--- config.mk ---
export PLATFORM = sky130hd
export DESIGN_NAME = rsc_reset_strap_capture
export DESIGN_NICKNAME = d
export VERILOG_FILES = /design/src/rsc_pkg.sv /design/src/rsc_rst_sync.sv /design/src/rsc_reset_strap_capture.sv
export SDC_FILE = /design/constraint.sdc
export NUM_CORES = 1
export LEC_CHECK = 0
export BUFFER_PORTS_ARGS = -buffer_cell sky130_fd_sc_hd__buf_2
export CAP_MARGIN = 20
export CORE_MARGIN = 8
export CORE_UTILIZATION = 23
export CTS_CLUSTER_SIZE = 40
export DETAILED_ROUTE_END_ITERATION = 6
export GPL_ROUTABILITY_DRIVEN = 0
export SLEW_MARGIN = 5
export SYNTH_ARGS = -nofsm -noshare
export SYNTH_HDL_FRONTEND = slang
export SYNTH_SLANG_ARGS = --single-unit
--- constraint.sdc ---
create_clock -name mclk -period 1.1 [get_ports mclk]
set_input_delay 0.11 -clock mclk [delete_from_list [all_inputs] [get_ports mclk]]
set_output_delay 0.11 -clock mclk [all_outputs]
set_load 0.02 [all_outputs]
--- src/rsc_pkg.sv ---
// Purpose: Shared constants and types for reset and strap capture
// Assumes: 10 MHz mclk, strap pins held stable around power-good rise
// Notes:   Register word layouts follow the packed structs below
package rsc_pkg;

  // ----------------------------------------------------------------
  // Register port
  // ----------------------------------------------------------------
  localparam int         ADDR_W = 2;
  localparam int         DATA_W = 16;
  localparam logic [1:0] REG_CFG   = 2'h0;
  localparam logic [1:0] REG_SMB   = 2'h1;
  localparam logic [1:0] REG_CTRL  = 2'h2;
  localparam logic [1:0] REG_STRAP = 2'h3;
  localparam int         CTRL_BUS_RST_BIT = 0;
  localparam logic       CTRL_RST = 1'b0;

  // ----------------------------------------------------------------
  // Strap encodings
  // ----------------------------------------------------------------
  localparam logic       TEST_A_NORMAL = 1'b1;
  localparam logic       TEST_B_NORMAL = 1'b0;
  localparam int         SLOT_HP_BIT   = 3;
  localparam logic [3:0] SLOT_RSVD     = 4'h8;
  localparam logic [3:0] SLOT_PAR1     = 4'h9;
  localparam logic [3:0] SLOT_PAR2     = 4'ha;
  localparam logic [3:0] SLOT_SER_LO   = 4'hb;
  localparam logic [3:0] SLOT_SER_HI   = 4'he;
  localparam logic [3:0] SLOT_NOGLUE   = 4'hf;
  localparam logic [3:0] SERIAL_BASE   = 4'h8;
  localparam logic [3:0] CNT_NONE      = 4'h0;
  localparam logic [3:0] CNT_ONE       = 4'h1;
  localparam logic [3:0] CNT_TWO       = 4'h2;
  localparam logic [1:0] SMB_TOP_FIXED = 2'h3;
  localparam logic       SMB_BIT4      = 1'b0;

  // ----------------------------------------------------------------
  // Types
  // ----------------------------------------------------------------
  typedef struct packed {
    logic [3:0] smbus_addr_strap;     // Address bits 5,3,2,1
    logic       conv_pci_66_select;
    logic       pcix_capable_mode;
    logic       pcix_max_freq_select;
    logic [3:0] hotplug_slot_config;
    logic       test_strap_b;
    logic       test_strap_a;
  } rsc_strap_type;

  typedef struct packed {
    logic [3:0] slot_count;
    logic       slot_rsvd;
    logic       hp_no_glue;
    logic       hp_serial;
    logic       hp_parallel;
    logic       hp_en;
    logic       pci_66;
    logic       pcix_133;
    logic       pcix_mode;
    logic       test_rsvd_b;
    logic       test_rsvd_a;
    logic       valid;
  } rsc_cfg_type;

  localparam rsc_strap_type STRAP_RST = '0;
  localparam rsc_cfg_type   CFG_RST   = '0;
  localparam logic [6:0]    SMB_RST   = 7'h00;

endpackage : rsc_pkg

--- src/rsc_rst_sync.sv ---
// Purpose: Reset synchroniser, asserts at once and releases on mclk
// Assumes: in_n may change at any time
// Notes:   Output comes from the second flip-flop
`timescale 1ns/10ps
module rsc_rst_sync (
  input  wire logic mclk,
  input  wire logic in_n,
  output logic      out_n
);

  logic stage1;

  // ----------------------------------------------------------------
  // Two-stage release
  // ----------------------------------------------------------------
  always_ff @(posedge mclk or negedge in_n) begin
    if (!in_n) begin
      stage1 <= 1'b0;
      out_n  <= 1'b0;
    end else begin
      stage1 <= 1'b1;
      out_n  <= stage1;
    end
  end

endmodule : rsc_rst_sync

--- src/rsc_reset_strap_capture.sv ---
// Purpose: Reset handling and configuration strap capture with decode
// Assumes: Strap pins settle before power_good rises
// Notes:   Captured straps survive reset_input_n, cleared only by low power_good or arst_n
`timescale 1ns/10ps
// Functional notes
// - Low power_good resets the device asynchronously; high means supplies stable.
// - Straps captured at power_good rise; pins then free for normal use.
// - reset_input_n asserted resets logic and asserts the PCI bus reset.
// - test_strap_a normally 1; captured 0 flagged as reserved test setting.
// - test_strap_b normally 0; captured 1 flagged as reserved test setting.
// - Slot config bit 3 enables hot plug; 0 disables it.
// - Codes 0000-0111: hot plug off, slot count is value plus one.
// - 1001 parallel one slot, 1010 parallel two, 1111 one slot no glue.
// - 1011-1110 serial hot plug three to six slots; 1000 reserved.
// - PCI-X frequency strap used only in PCI-X mode and hot plug off/no-glue.
// - Applied frequency strap 1 gives 133 MHz, 0 limits to 100 MHz.
// - Conventional mode, hot plug off/no-glue: 66 MHz strap 1 gives 66 MHz, else 33 MHz.
// - SMBus address is 1,1,strap5,0,strap3,strap2,strap1.
module rsc_reset_strap_capture (
  input  wire logic                  mclk,
  input  wire logic                  arst_n,
  input  wire logic                  power_good,
  input  wire logic                  reset_input_n,
  input  wire rsc_pkg::rsc_strap_type strap_pins,
  input  wire logic [rsc_pkg::ADDR_W-1:0] reg_addr,
  input  wire logic [rsc_pkg::DATA_W-1:0] reg_wdata,
  input  wire logic                  reg_wr,
  input  wire logic                  reg_rd,
  output logic [rsc_pkg::DATA_W-1:0] reg_rdata,
  output rsc_pkg::rsc_cfg_type       cfg,
  output logic [6:0]                 smbus_addr,
  output logic                       pci_bus_reset_out_n
);

  // ----------------------------------------------------------------
  // Reset generation
  // ----------------------------------------------------------------
  logic por_rst_n;
  logic logic_rst_n;
  wire  por_in_n   = arst_n & power_good;
  wire  logic_in_n = arst_n & power_good & reset_input_n;

  rsc_rst_sync u_por_sync (
    .mclk  (mclk),
    .in_n  (por_in_n),
    .out_n (por_rst_n)
  );

  rsc_rst_sync u_logic_sync (
    .mclk  (mclk),
    .in_n  (logic_in_n),
    .out_n (logic_rst_n)
  );

  // ----------------------------------------------------------------
  // Strap pin synchroniser
  // ----------------------------------------------------------------
  rsc_pkg::rsc_strap_type strap_s1;
  rsc_pkg::rsc_strap_type strap_s2;

  always_ff @(posedge mclk or negedge arst_n) begin
    if (!arst_n) begin
      strap_s1 <= rsc_pkg::STRAP_RST;
      strap_s2 <= rsc_pkg::STRAP_RST;
    end else begin
      strap_s1 <= strap_pins;
      strap_s2 <= strap_s1;
    end
  end

  // ----------------------------------------------------------------
  // Capture once per power_good rise
  // ----------------------------------------------------------------
  logic                   captured;
  rsc_pkg::rsc_strap_type raw_q;
  wire                    do_capture = !captured;

  always_ff @(posedge mclk or negedge por_rst_n) begin
    if (!por_rst_n) begin
      captured <= 1'b0;
      raw_q    <= rsc_pkg::STRAP_RST;
    end else begin
      captured <= 1'b1;
      if (do_capture) begin
        raw_q <= strap_s2;
      end
    end
  end

  // ----------------------------------------------------------------
  // Decode
  // ----------------------------------------------------------------
  wire [3:0] slot      = raw_q.hotplug_slot_config;
  wire       hp_en     = slot[rsc_pkg::SLOT_HP_BIT];
  wire       no_glue   = (slot == rsc_pkg::SLOT_NOGLUE);
  wire       par_two   = (slot == rsc_pkg::SLOT_PAR2);
  wire       parallel  = (slot == rsc_pkg::SLOT_PAR1) || par_two || no_glue;
  wire       serial    = (slot >= rsc_pkg::SLOT_SER_LO) &&
                         (slot <= rsc_pkg::SLOT_SER_HI);
  wire       slot_rsvd = (slot == rsc_pkg::SLOT_RSVD);
  wire       freq_ok   = !hp_en || no_glue;
  wire [3:0] cnt_off   = 4'(slot + rsc_pkg::CNT_ONE);
  wire [3:0] cnt_ser   = 4'(slot - rsc_pkg::SERIAL_BASE);
  wire [3:0] cnt_par   = par_two ? rsc_pkg::CNT_TWO : rsc_pkg::CNT_ONE;
  wire [3:0] cnt_on    = serial ? cnt_ser :
                         (slot_rsvd ? rsc_pkg::CNT_NONE : cnt_par);
  wire [6:0] next_smb  = {rsc_pkg::SMB_TOP_FIXED, raw_q.smbus_addr_strap[3],
                          rsc_pkg::SMB_BIT4, raw_q.smbus_addr_strap[2:0]};

  rsc_pkg::rsc_cfg_type next_cfg;

  always_comb begin
    next_cfg             = rsc_pkg::CFG_RST;
    next_cfg.valid       = captured;
    next_cfg.test_rsvd_a = raw_q.test_strap_a != rsc_pkg::TEST_A_NORMAL;
    next_cfg.test_rsvd_b = raw_q.test_strap_b != rsc_pkg::TEST_B_NORMAL;
    next_cfg.pcix_mode   = raw_q.pcix_capable_mode;
    next_cfg.pcix_133    = freq_ok && raw_q.pcix_capable_mode &&
                           raw_q.pcix_max_freq_select;
    next_cfg.pci_66      = freq_ok && !raw_q.pcix_capable_mode &&
                           raw_q.conv_pci_66_select;
    next_cfg.hp_en       = hp_en;
    next_cfg.hp_parallel = parallel;
    next_cfg.hp_serial   = serial;
    next_cfg.hp_no_glue  = no_glue;
    next_cfg.slot_rsvd   = slot_rsvd;
    next_cfg.slot_count  = hp_en ? cnt_on : cnt_off;
  end

  always_ff @(posedge mclk or negedge por_rst_n) begin
    if (!por_rst_n) begin
      cfg        <= rsc_pkg::CFG_RST;
      smbus_addr <= rsc_pkg::SMB_RST;
    end else begin
      cfg        <= next_cfg;
      smbus_addr <= next_smb;
    end
  end

  // ----------------------------------------------------------------
  // Register port
  // ----------------------------------------------------------------
  logic bus_rst_ctrl;
  wire  sel_ctrl  = (reg_addr == rsc_pkg::REG_CTRL);
  wire  wr_ctrl   = reg_wr && sel_ctrl;
  wire [rsc_pkg::DATA_W-1:0] rd_cfg   = rsc_pkg::DATA_W'(cfg);
  wire [rsc_pkg::DATA_W-1:0] rd_smb   = rsc_pkg::DATA_W'(smbus_addr);
  wire [rsc_pkg::DATA_W-1:0] rd_ctrl  = rsc_pkg::DATA_W'(bus_rst_ctrl);
  wire [rsc_pkg::DATA_W-1:0] rd_strap = rsc_pkg::DATA_W'(raw_q);
  wire [rsc_pkg::DATA_W-1:0] rd_mux   =
    (reg_addr == rsc_pkg::REG_CFG) ? rd_cfg :
    (reg_addr == rsc_pkg::REG_SMB) ? rd_smb :
    sel_ctrl                       ? rd_ctrl : rd_strap;
  wire [rsc_pkg::DATA_W-1:0] next_rdata = reg_rd ? rd_mux : '0;

  always_ff @(posedge mclk or negedge logic_rst_n) begin
    if (!logic_rst_n) begin
      bus_rst_ctrl <= rsc_pkg::CTRL_RST;
      reg_rdata    <= '0;
    end else begin
      reg_rdata <= next_rdata;
      if (wr_ctrl) begin
        bus_rst_ctrl <= reg_wdata[rsc_pkg::CTRL_BUS_RST_BIT];
      end
    end
  end

  // ----------------------------------------------------------------
  // PCI bus reset output
  // ----------------------------------------------------------------
  always_ff @(posedge mclk or negedge logic_rst_n) begin
    if (!logic_rst_n) begin
      pci_bus_reset_out_n <= 1'b0;
    end else begin
      pci_bus_reset_out_n <= !bus_rst_ctrl;
    end
  end
endmodule : rsc_reset_strap_capture

==> results of run 1 <==
==> per-layer routing <==
| layer | vias to the layer above | track usage |
|---|---|---|
| li1 | 816 | - |
| met1 | 816 | 0.09670 |
| met2 | 51 | 0.1246 |
| met3 | 11 | 0.03671 |
| met4 | 0 | 0.03080 |
| met5 | - | 0 |
==> power by group through the flow <==
stage,registers (mW),clock network [mW],logic [mW]
after global routing,3.36,3.30,1.02
after floorplan,3.49,0,0.321
final,3.33,3.12,0.930
after global placement,3.37,0,0.789
after CTS,3.33,3.20,0.891
after detailed placement,3.38,0,0.798
==> repair_timing <==
item | CTS | global route
hold buffers | 16 | 0
endpoints found under the hold margin | 43 | 0
pin swaps | 5 | 1
cloned | 0 | 1
endpoints found under the setup margin | 13 | 28
gates resized for setup | 15 | 16
setup buffers | 3 | 2
==> cells by family (layout without fill, tap and decap cells) <==
| kind of cell | after synthesis | in the layout | synth area share |
|---|---|---|---|
| AO/OA/AOI/OAI | 21 | 21 | 0.04702 |
| flip-flops | 80 | 80 | 0.7233 |
| other | 2 | 5 | 0.002713 |
| multiplexers | 20 | 20 | 0.08363 |
| buffers and inverters | 16 | 117 | 0.03435 |
| adder cells (fa/ha/maj) | 3 | 3 | 0.01356 |
| XOR/XNOR | 1 | 1 | 0.003165 |
| AND/OR/NAND/NOR | 42 | 42 | 0.09223 |
==> synth_stat cells, types with 2 or more instances <==
master / n / area, um2
mux2i_1: 4 / 40.04
a22oi_1: 8 / 60.06
nand2b_1: 3 / 18.77
mux2_2: 15 / 168.9
buf_4: 6 / 45.04
o21ai_0: 8 / 40.04
inv_1: 4 / 15.01
nor2_1: 3 / 11.26
and3_1: 5 / 31.28
and2_1: 7 / 43.79
dfrtp_1: 80 / 2002
buf_2: 3 / 15.01
conb_1: 2 / 7.510
ha_1: 3 / 37.54
nand3_1: 4 / 20.02
nor2b_1: 10 / 62.56
nand2_1: 3 / 11.26
a21oi_1: 2 / 10.01
==> cells in the final DEF, fill, tap and decap left out, types with 2 or more instances in the layout <==
master	instances
dfrtp_2	5
inv_1	3
o21ai_1	4
nand2_1	3
ha_4	2
mux2i_1	4
dlygate4sd3_1	16
mux2_2	4
o21ai_0	4
buf_12	4
and3_1	5
bufinv_16	2
buf_6	4
mux2_4	11
nand3_1	4
buf_4	15
dfrtp_1	75
a22oi_1	7
nor2_1	3
buf_2	55
clkbuf_16	10
nor2b_1	10
buf_8	2
and2_1	6
nand2b_1	2
conb_1	5
clkbuf_1	3
==> worst reg2reg max path, stage by stage (launching register included) <==
cell and delay, ns:
dfrtp_2 0.47, ha_4 0.21, nand2b_4 0.14, a21oi_2 0.14, o22ai_1 0.08
==> cell type report <==
class                      instances  area, um2  share of cell area
sequential                        80       2008              0.4989
multi-input combinational         92      772.0              0.1918
timing repair buffer              97      728.2              0.1809
clock buffer                      13      250.2             0.06217
tap                              147      183.9             0.04569
clock inverter                     3      65.06             0.01616
inverter                           4      17.52            0.004352
==> flip-flops by register name, indices dropped and copies added, names as in the netlist <==
signal	count
u_logic_sync.stage1	1
cfg	15
raw_q	3
strap_s2	13
slot	4
u_por_sync.out_n	1
smbus_addr	5
strap_s1	13
next_cfg	2
reg_rdata	15
next_smb	4
u_logic_sync.out_n	1
u_por_sync.stage1	1
bus_rst_ctrl	1
pci_bus_reset_out_n	1
==> worst paths after layout <==
path / slack (ns) / to / start / cells after the start
worst min register to register: 0.18 / reg_rdata[13]$_DFF_PN0_ / u_logic_sync.out_n$_DFF_PN0_ / 1
worst max-delay path: -0.08 / cfg[11]$_DFF_PN0_ / slot[1]$_DFFE_PN0N_ / 4
worst min-delay path: 0.02 / bus_rst_ctrl$_DFFE_PN0P_ / reg_wdata[0] / 2
min in group asynchronous: 0.18 / reg_rdata[13]$_DFF_PN0_ / u_logic_sync.out_n$_DFF_PN0_ / 1
max in group asynchronous: 0.48 / strap_s1[0]$_DFF_PN0_ / arst_n / 3
worst max register to register: -0.08 / cfg[11]$_DFF_PN0_ / slot[1]$_DFFE_PN0N_ / 4
==> through the flow <==
step / power [mW] / setup slack (ns) / hold slack, ns / instances
after global placement: 4.157 / -0.06930 / 0.003440 / 398
after detailed placement: 4.180 / -0.1016 / 0.01215 / 398
after CTS: 7.422 / -0.04754 / 0.002657 / 433
after floorplan: 3.811 / -0.02864 / -0.1856 / 188
after global routing: 7.684 / -0.1368 / 0.009807 / 436
final: 7.376 / -0.07549 / 0.01535 / 436
==> flow_metrics.tcl, run 1 <==
set metrics [dict create \
    status "finished with violations" \
    violations "setup timing" \
    async_flop_share 1.000 \
    rows 40 \
    wl_mm 6.124 \
    dieArea_um2 15800 \
    syn_area_per_cell_um2 14.96 \
    num_vias 1694 \
    skew_ns 0.005150 \
    grt_max_degree 34 \
    clk_latency_ns 0.33 \
    clockPowerShare 0.422 \
    highest_layer "met4" \
    cts_inserted_buffers 9 \
    antenna_found_initial 0 \
    setup_viol 19 \
    routedWlPerCell_um 14.05 \
    hold_viol 0 \
    leakage_nw 1.949 \
    path_cells "ha_4 -> nand2b_4 -> a21oi_2 -> o22ai_1" \
    switching_share 0.2295 \
    synth_area_um2 2768 \
    combPwrFrac 0.126 \
    period_minus_slack_ns 1.175 \
    final_area_um2 4025 \
    synth_cell_type_count 33 \
    synth_seq_cells 80 \
    num_antenna_cells 0 \
    die_h_um 125.7 \
    maxSlewViolCount 0 \
    grt-ovfl-total 0 \
    vias_per_cell 3.885 \
    synth_edf_count 0 \
    finalCritPeriodShare 1.069 \
    pwr-share-seq 0.452 \
    cts_max_path_buffers 2 \
    core_um2 11860 \
    drt_iter0_markers 81 \
    intPower_mw 5.684 \
    ys.flop_type "dfrtp_1" \
    clock_sink_count 80 \
    hp-class "input port to flop" \
    cp_max_fo 7 \
    critical_path.max_stage_delay_ns 0.47 \
    critical_path.top_delay_family "flip-flops" \
    start_util 0.2333 \
    cts-htree-levels 3 \
    max_freq_mhz 850.7 \
    met1_length_mm 2.759 \
    path_class "flop to flop" \
    fill_cells 1159 \
    clock_tree.root_cell "clkbuf_16" \
    crit_buf_inv 0 \
    end_kind "flop" \
    first_global_vias 1838 \
    die_x_um 125.7 \
    fin_nets 324 \
    yosys_warnings 0 \
    peakVddDrop_v 0.0006983 \
    grt_pass1_wl_mm 9.804 \
    switchingPower_mw 1.693 \
    required_ns 1.30 \
    seq_area_frac_synth 0.7233 \
    wl_met3_um 390 \
    maxCapViolCount 0 \
    grtUsageTotal 0.08079 \
    area_delta_synth_final_pct 45.43 \
    p_per_area_nw_per_um2 1833 \
    cp_data_arrival_time_ns 1.37 \
    drcViolationCount 0 \
    start_kind "flop" \
    drive_above_1_share 0.4325 \
    io_pins 76 \
    cts.clk_slew.worst_paths_ns 0.06 \
    dr.pass1.iters 3 \
    placed_cell_area_um2 3369 \
    finalCoreUtilization 0.3393 \
    synthCells 185 \
    antenna_left 0 \
    wl_met2_mm 2.849 \
    finalWorstSetupSlack_ns -0.07549 \
    slowest_stage "dfrtp_2" \
    hpwl_mm 4.488 \
    cts_tree "done" \
    finalSetupTns_ns -0.4565 \
    port_buffers 58 \
    rsz0062_at_grt "true" \
]
Power figures use the tool's default switching activity.
==> run 2: changes to the inputs <==
--- a/config.mk
+++ b/config.mk
@@ -12,6 +12,7 @@
 export CTS_CLUSTER_SIZE = 40
 export DETAILED_ROUTE_END_ITERATION = 6
 export GPL_ROUTABILITY_DRIVEN = 0
+export SKIP_CTS_REPAIR_TIMING = 1
 export SLEW_MARGIN = 5
 export SYNTH_ARGS = -nofsm -noshare
 export SYNTH_HDL_FRONTEND = slang
==> run 2 against run 1 <==
  * Global-route usage decreased by 0.23 points
  * Sequential power is essentially flat
  * The flow still finishes with violations (setup timing)
  * Final area fell by 0.37%
  * Critical path depth unchanged
  * Largest cell class unchanged
  * Non-clock buffer count increased by 1
  * Critical endpoint is now cfg[12]$_DFF_PN0_
==> flow_metrics.tcl, run 2 (synthesized netlist as in run 1, its figures left out) <==
set metrics [dict create \
    first_global_vias 1746 \
    vias_per_cell 3.902 \
    wl_mm 6.087 \
    grt_use_met3 0.03840 \
    num_antenna_cells 0 \
    hold_end "bus_rst_ctrl$_DFFE_PN0P_" \
    cp_data_arrival_time_ns 1.43 \
    grt_pass1_wl_mm 9.487 \
    period_minus_slack_ns 1.192 \
    status "finished with violations" \
    clock_sink_count 80 \
    worstHoldStart "reg_wdata[0]" \
    cts_inserted_buffers 9 \
    drcViolationCount 0 \
    antenna_found_initial 0 \
    path_class "flop to flop" \
    num_vias 1705 \
    fin_nets 325 \
    violations "setup timing" \
    grt_max_degree 34 \
    finalWorstSetupSlack_ns -0.09188 \
    routedWlPerCell_um 13.93 \
    grtUsageTotal 0.07853 \
    cts.clk_slew.worst_paths_ns 0.05 \
    mostFrequentLayoutCells "dfrtp_1 (75), buf_2 (55), dlygate4sd3_1 (16), buf_4 (16)" \
    cts-htree-levels 3 \
    area_delta_synth_final_pct 44.89 \
    reg2reg_depth 4 \
    clock_tree.root_cell "clkbuf_16" \
    p_per_area_nw_per_um2 1840 \
    skew_ns 0.005603 \
    r2r-start "slot[0]$_DFFE_PN0N_" \
    dp.cells 398 \
    hp-class "input port to flop" \
    start_util 0.2333 \
    critical_path.max_stage_delay_ns 0.46 \
    clk_latency_ns 0.33 \
    hold_viol 0 \
    hpwl_mm 4.488 \
    path_cells "ha_4 -> nor3b_2 -> o21ai_1 -> a31oi_1" \
    grt-ovfl-total 0 \
    crit_buf_inv 0 \
    slowest_stage "dfrtp_2" \
    rsz0062_at_grt "true" \
    antenna_left 0 \
    cp_max_fo 7 \
    leakage_nw 1.943 \
    peakVddDrop_v 0.0006984 \
    die_h_um 125.7 \
    r2r_slack_ns -0.09 \
    cts_max_path_buffers 2 \
    drive_above_1_share 0.4310 \
    die_x_um 125.7 \
    required_ns 1.33 \
    critical_path.top_delay_family "flip-flops" \
    dp_slack_ns -0.1016 \
    maxSlewViolCount 0 \
    final_common_cell "dfrtp_1" \
    multi_input_area_um2 763.2 \
    cts_tree "done" \
    maxCapViolCount 0 \
    seqCellArea_um2 2008 \
    dr.pass1.iters 4 \
    fin_hold_ws_ns 0.01328 \
    drt_iter0_markers 86 \
    port_buffers 58 \
    reg_top3 "cfg (15), reg_rdata (15)" \
    final_cells 437 \
    core_um2 11860 \
    dieArea_um2 15800 \
    rows 40 \
    grtUsageMet1 0.09384 \
    end_kind "flop" \
    hold_depth 2 \
    start_kind "flop" \
    finalCritPeriodShare 1.084 \
    io_pins 76 \
    rr_endpoint "cfg[12]$_DFF_PN0_" \
    grt_busiest_layer "met2" \
    fill_cells 1171 \
    setup_viol 19 \
    use_met2 0.1202 \
    max_freq_mhz 839.0 \
]
## run 2: per-stage QoR
stage | area, um2 | setup TNS, ns | utilization | power (mW)
after floorplan | 2819 | -0.1377 | - | 3.811
after global placement | 3369 | -0.1793 | 0.2841 | 4.157
after detailed placement | 3369 | -0.4440 | 0.2841 | 4.180
after CTS | 3685 | -0.7969 | 0.3107 | 7.327
after global routing | 4010 | -1.465 | 0.3381 | 7.674
final | 4010 | -0.6969 | 0.3381 | 7.377
## run 2: where the power goes
group          leakage, nW  switching [mW]  internal, mW  total (mW)
combinational        0.818           0.463         0.462       0.924
clock                0.154            1.07          2.05        3.12
sequential           0.972           0.160          3.17        3.33
## run 2: worst max path at each step
stage                     slack [ns]  depth (start not counted)                end                    start
after CTS                      -0.12                          2      smbus_addr[5]  smbus_addr[5]$_DFF_PN0_
after global routing           -0.14                          4  cfg[12]$_DFF_PN0_      slot[0]$_DFFE_PN0N_
after detailed placement       -0.10                          4  cfg[12]$_DFF_PN0_      slot[0]$_DFFE_PN0N_
final                          -0.09                          4  cfg[12]$_DFF_PN0_      slot[0]$_DFFE_PN0N_
after global placement         -0.07                          4  cfg[12]$_DFF_PN0_      slot[0]$_DFFE_PN0N_
after floorplan                -0.03                          6   cfg[7]$_DFF_PN0_      slot[0]$_DFFE_PN0N_
## run 2: cell type report
| cell class | count | share of cell area |
|---|---|---|
| Clock buffer | 13 | 0.06240 |
| Clock inverter | 3 | 0.01622 |
| Inverter | 4 | 0.004368 |
| Multi-Input combinational cell | 92 | 0.1903 |
| Sequential cell | 80 | 0.5008 |
| Tap cell | 147 | 0.04587 |
| Timing Repair Buffer | 98 | 0.1800 |
## run 2: per-layer routing
| layer | part of all wire | up-vias |
|---|---|---|
| met1 | 0.45 | 832 |
| met4 | 0.017 | 0 |
| met5 | 0 | - |
| li1 | - | 817 |
| met2 | 0.47 | 47 |
| met3 | 0.064 | 9 |
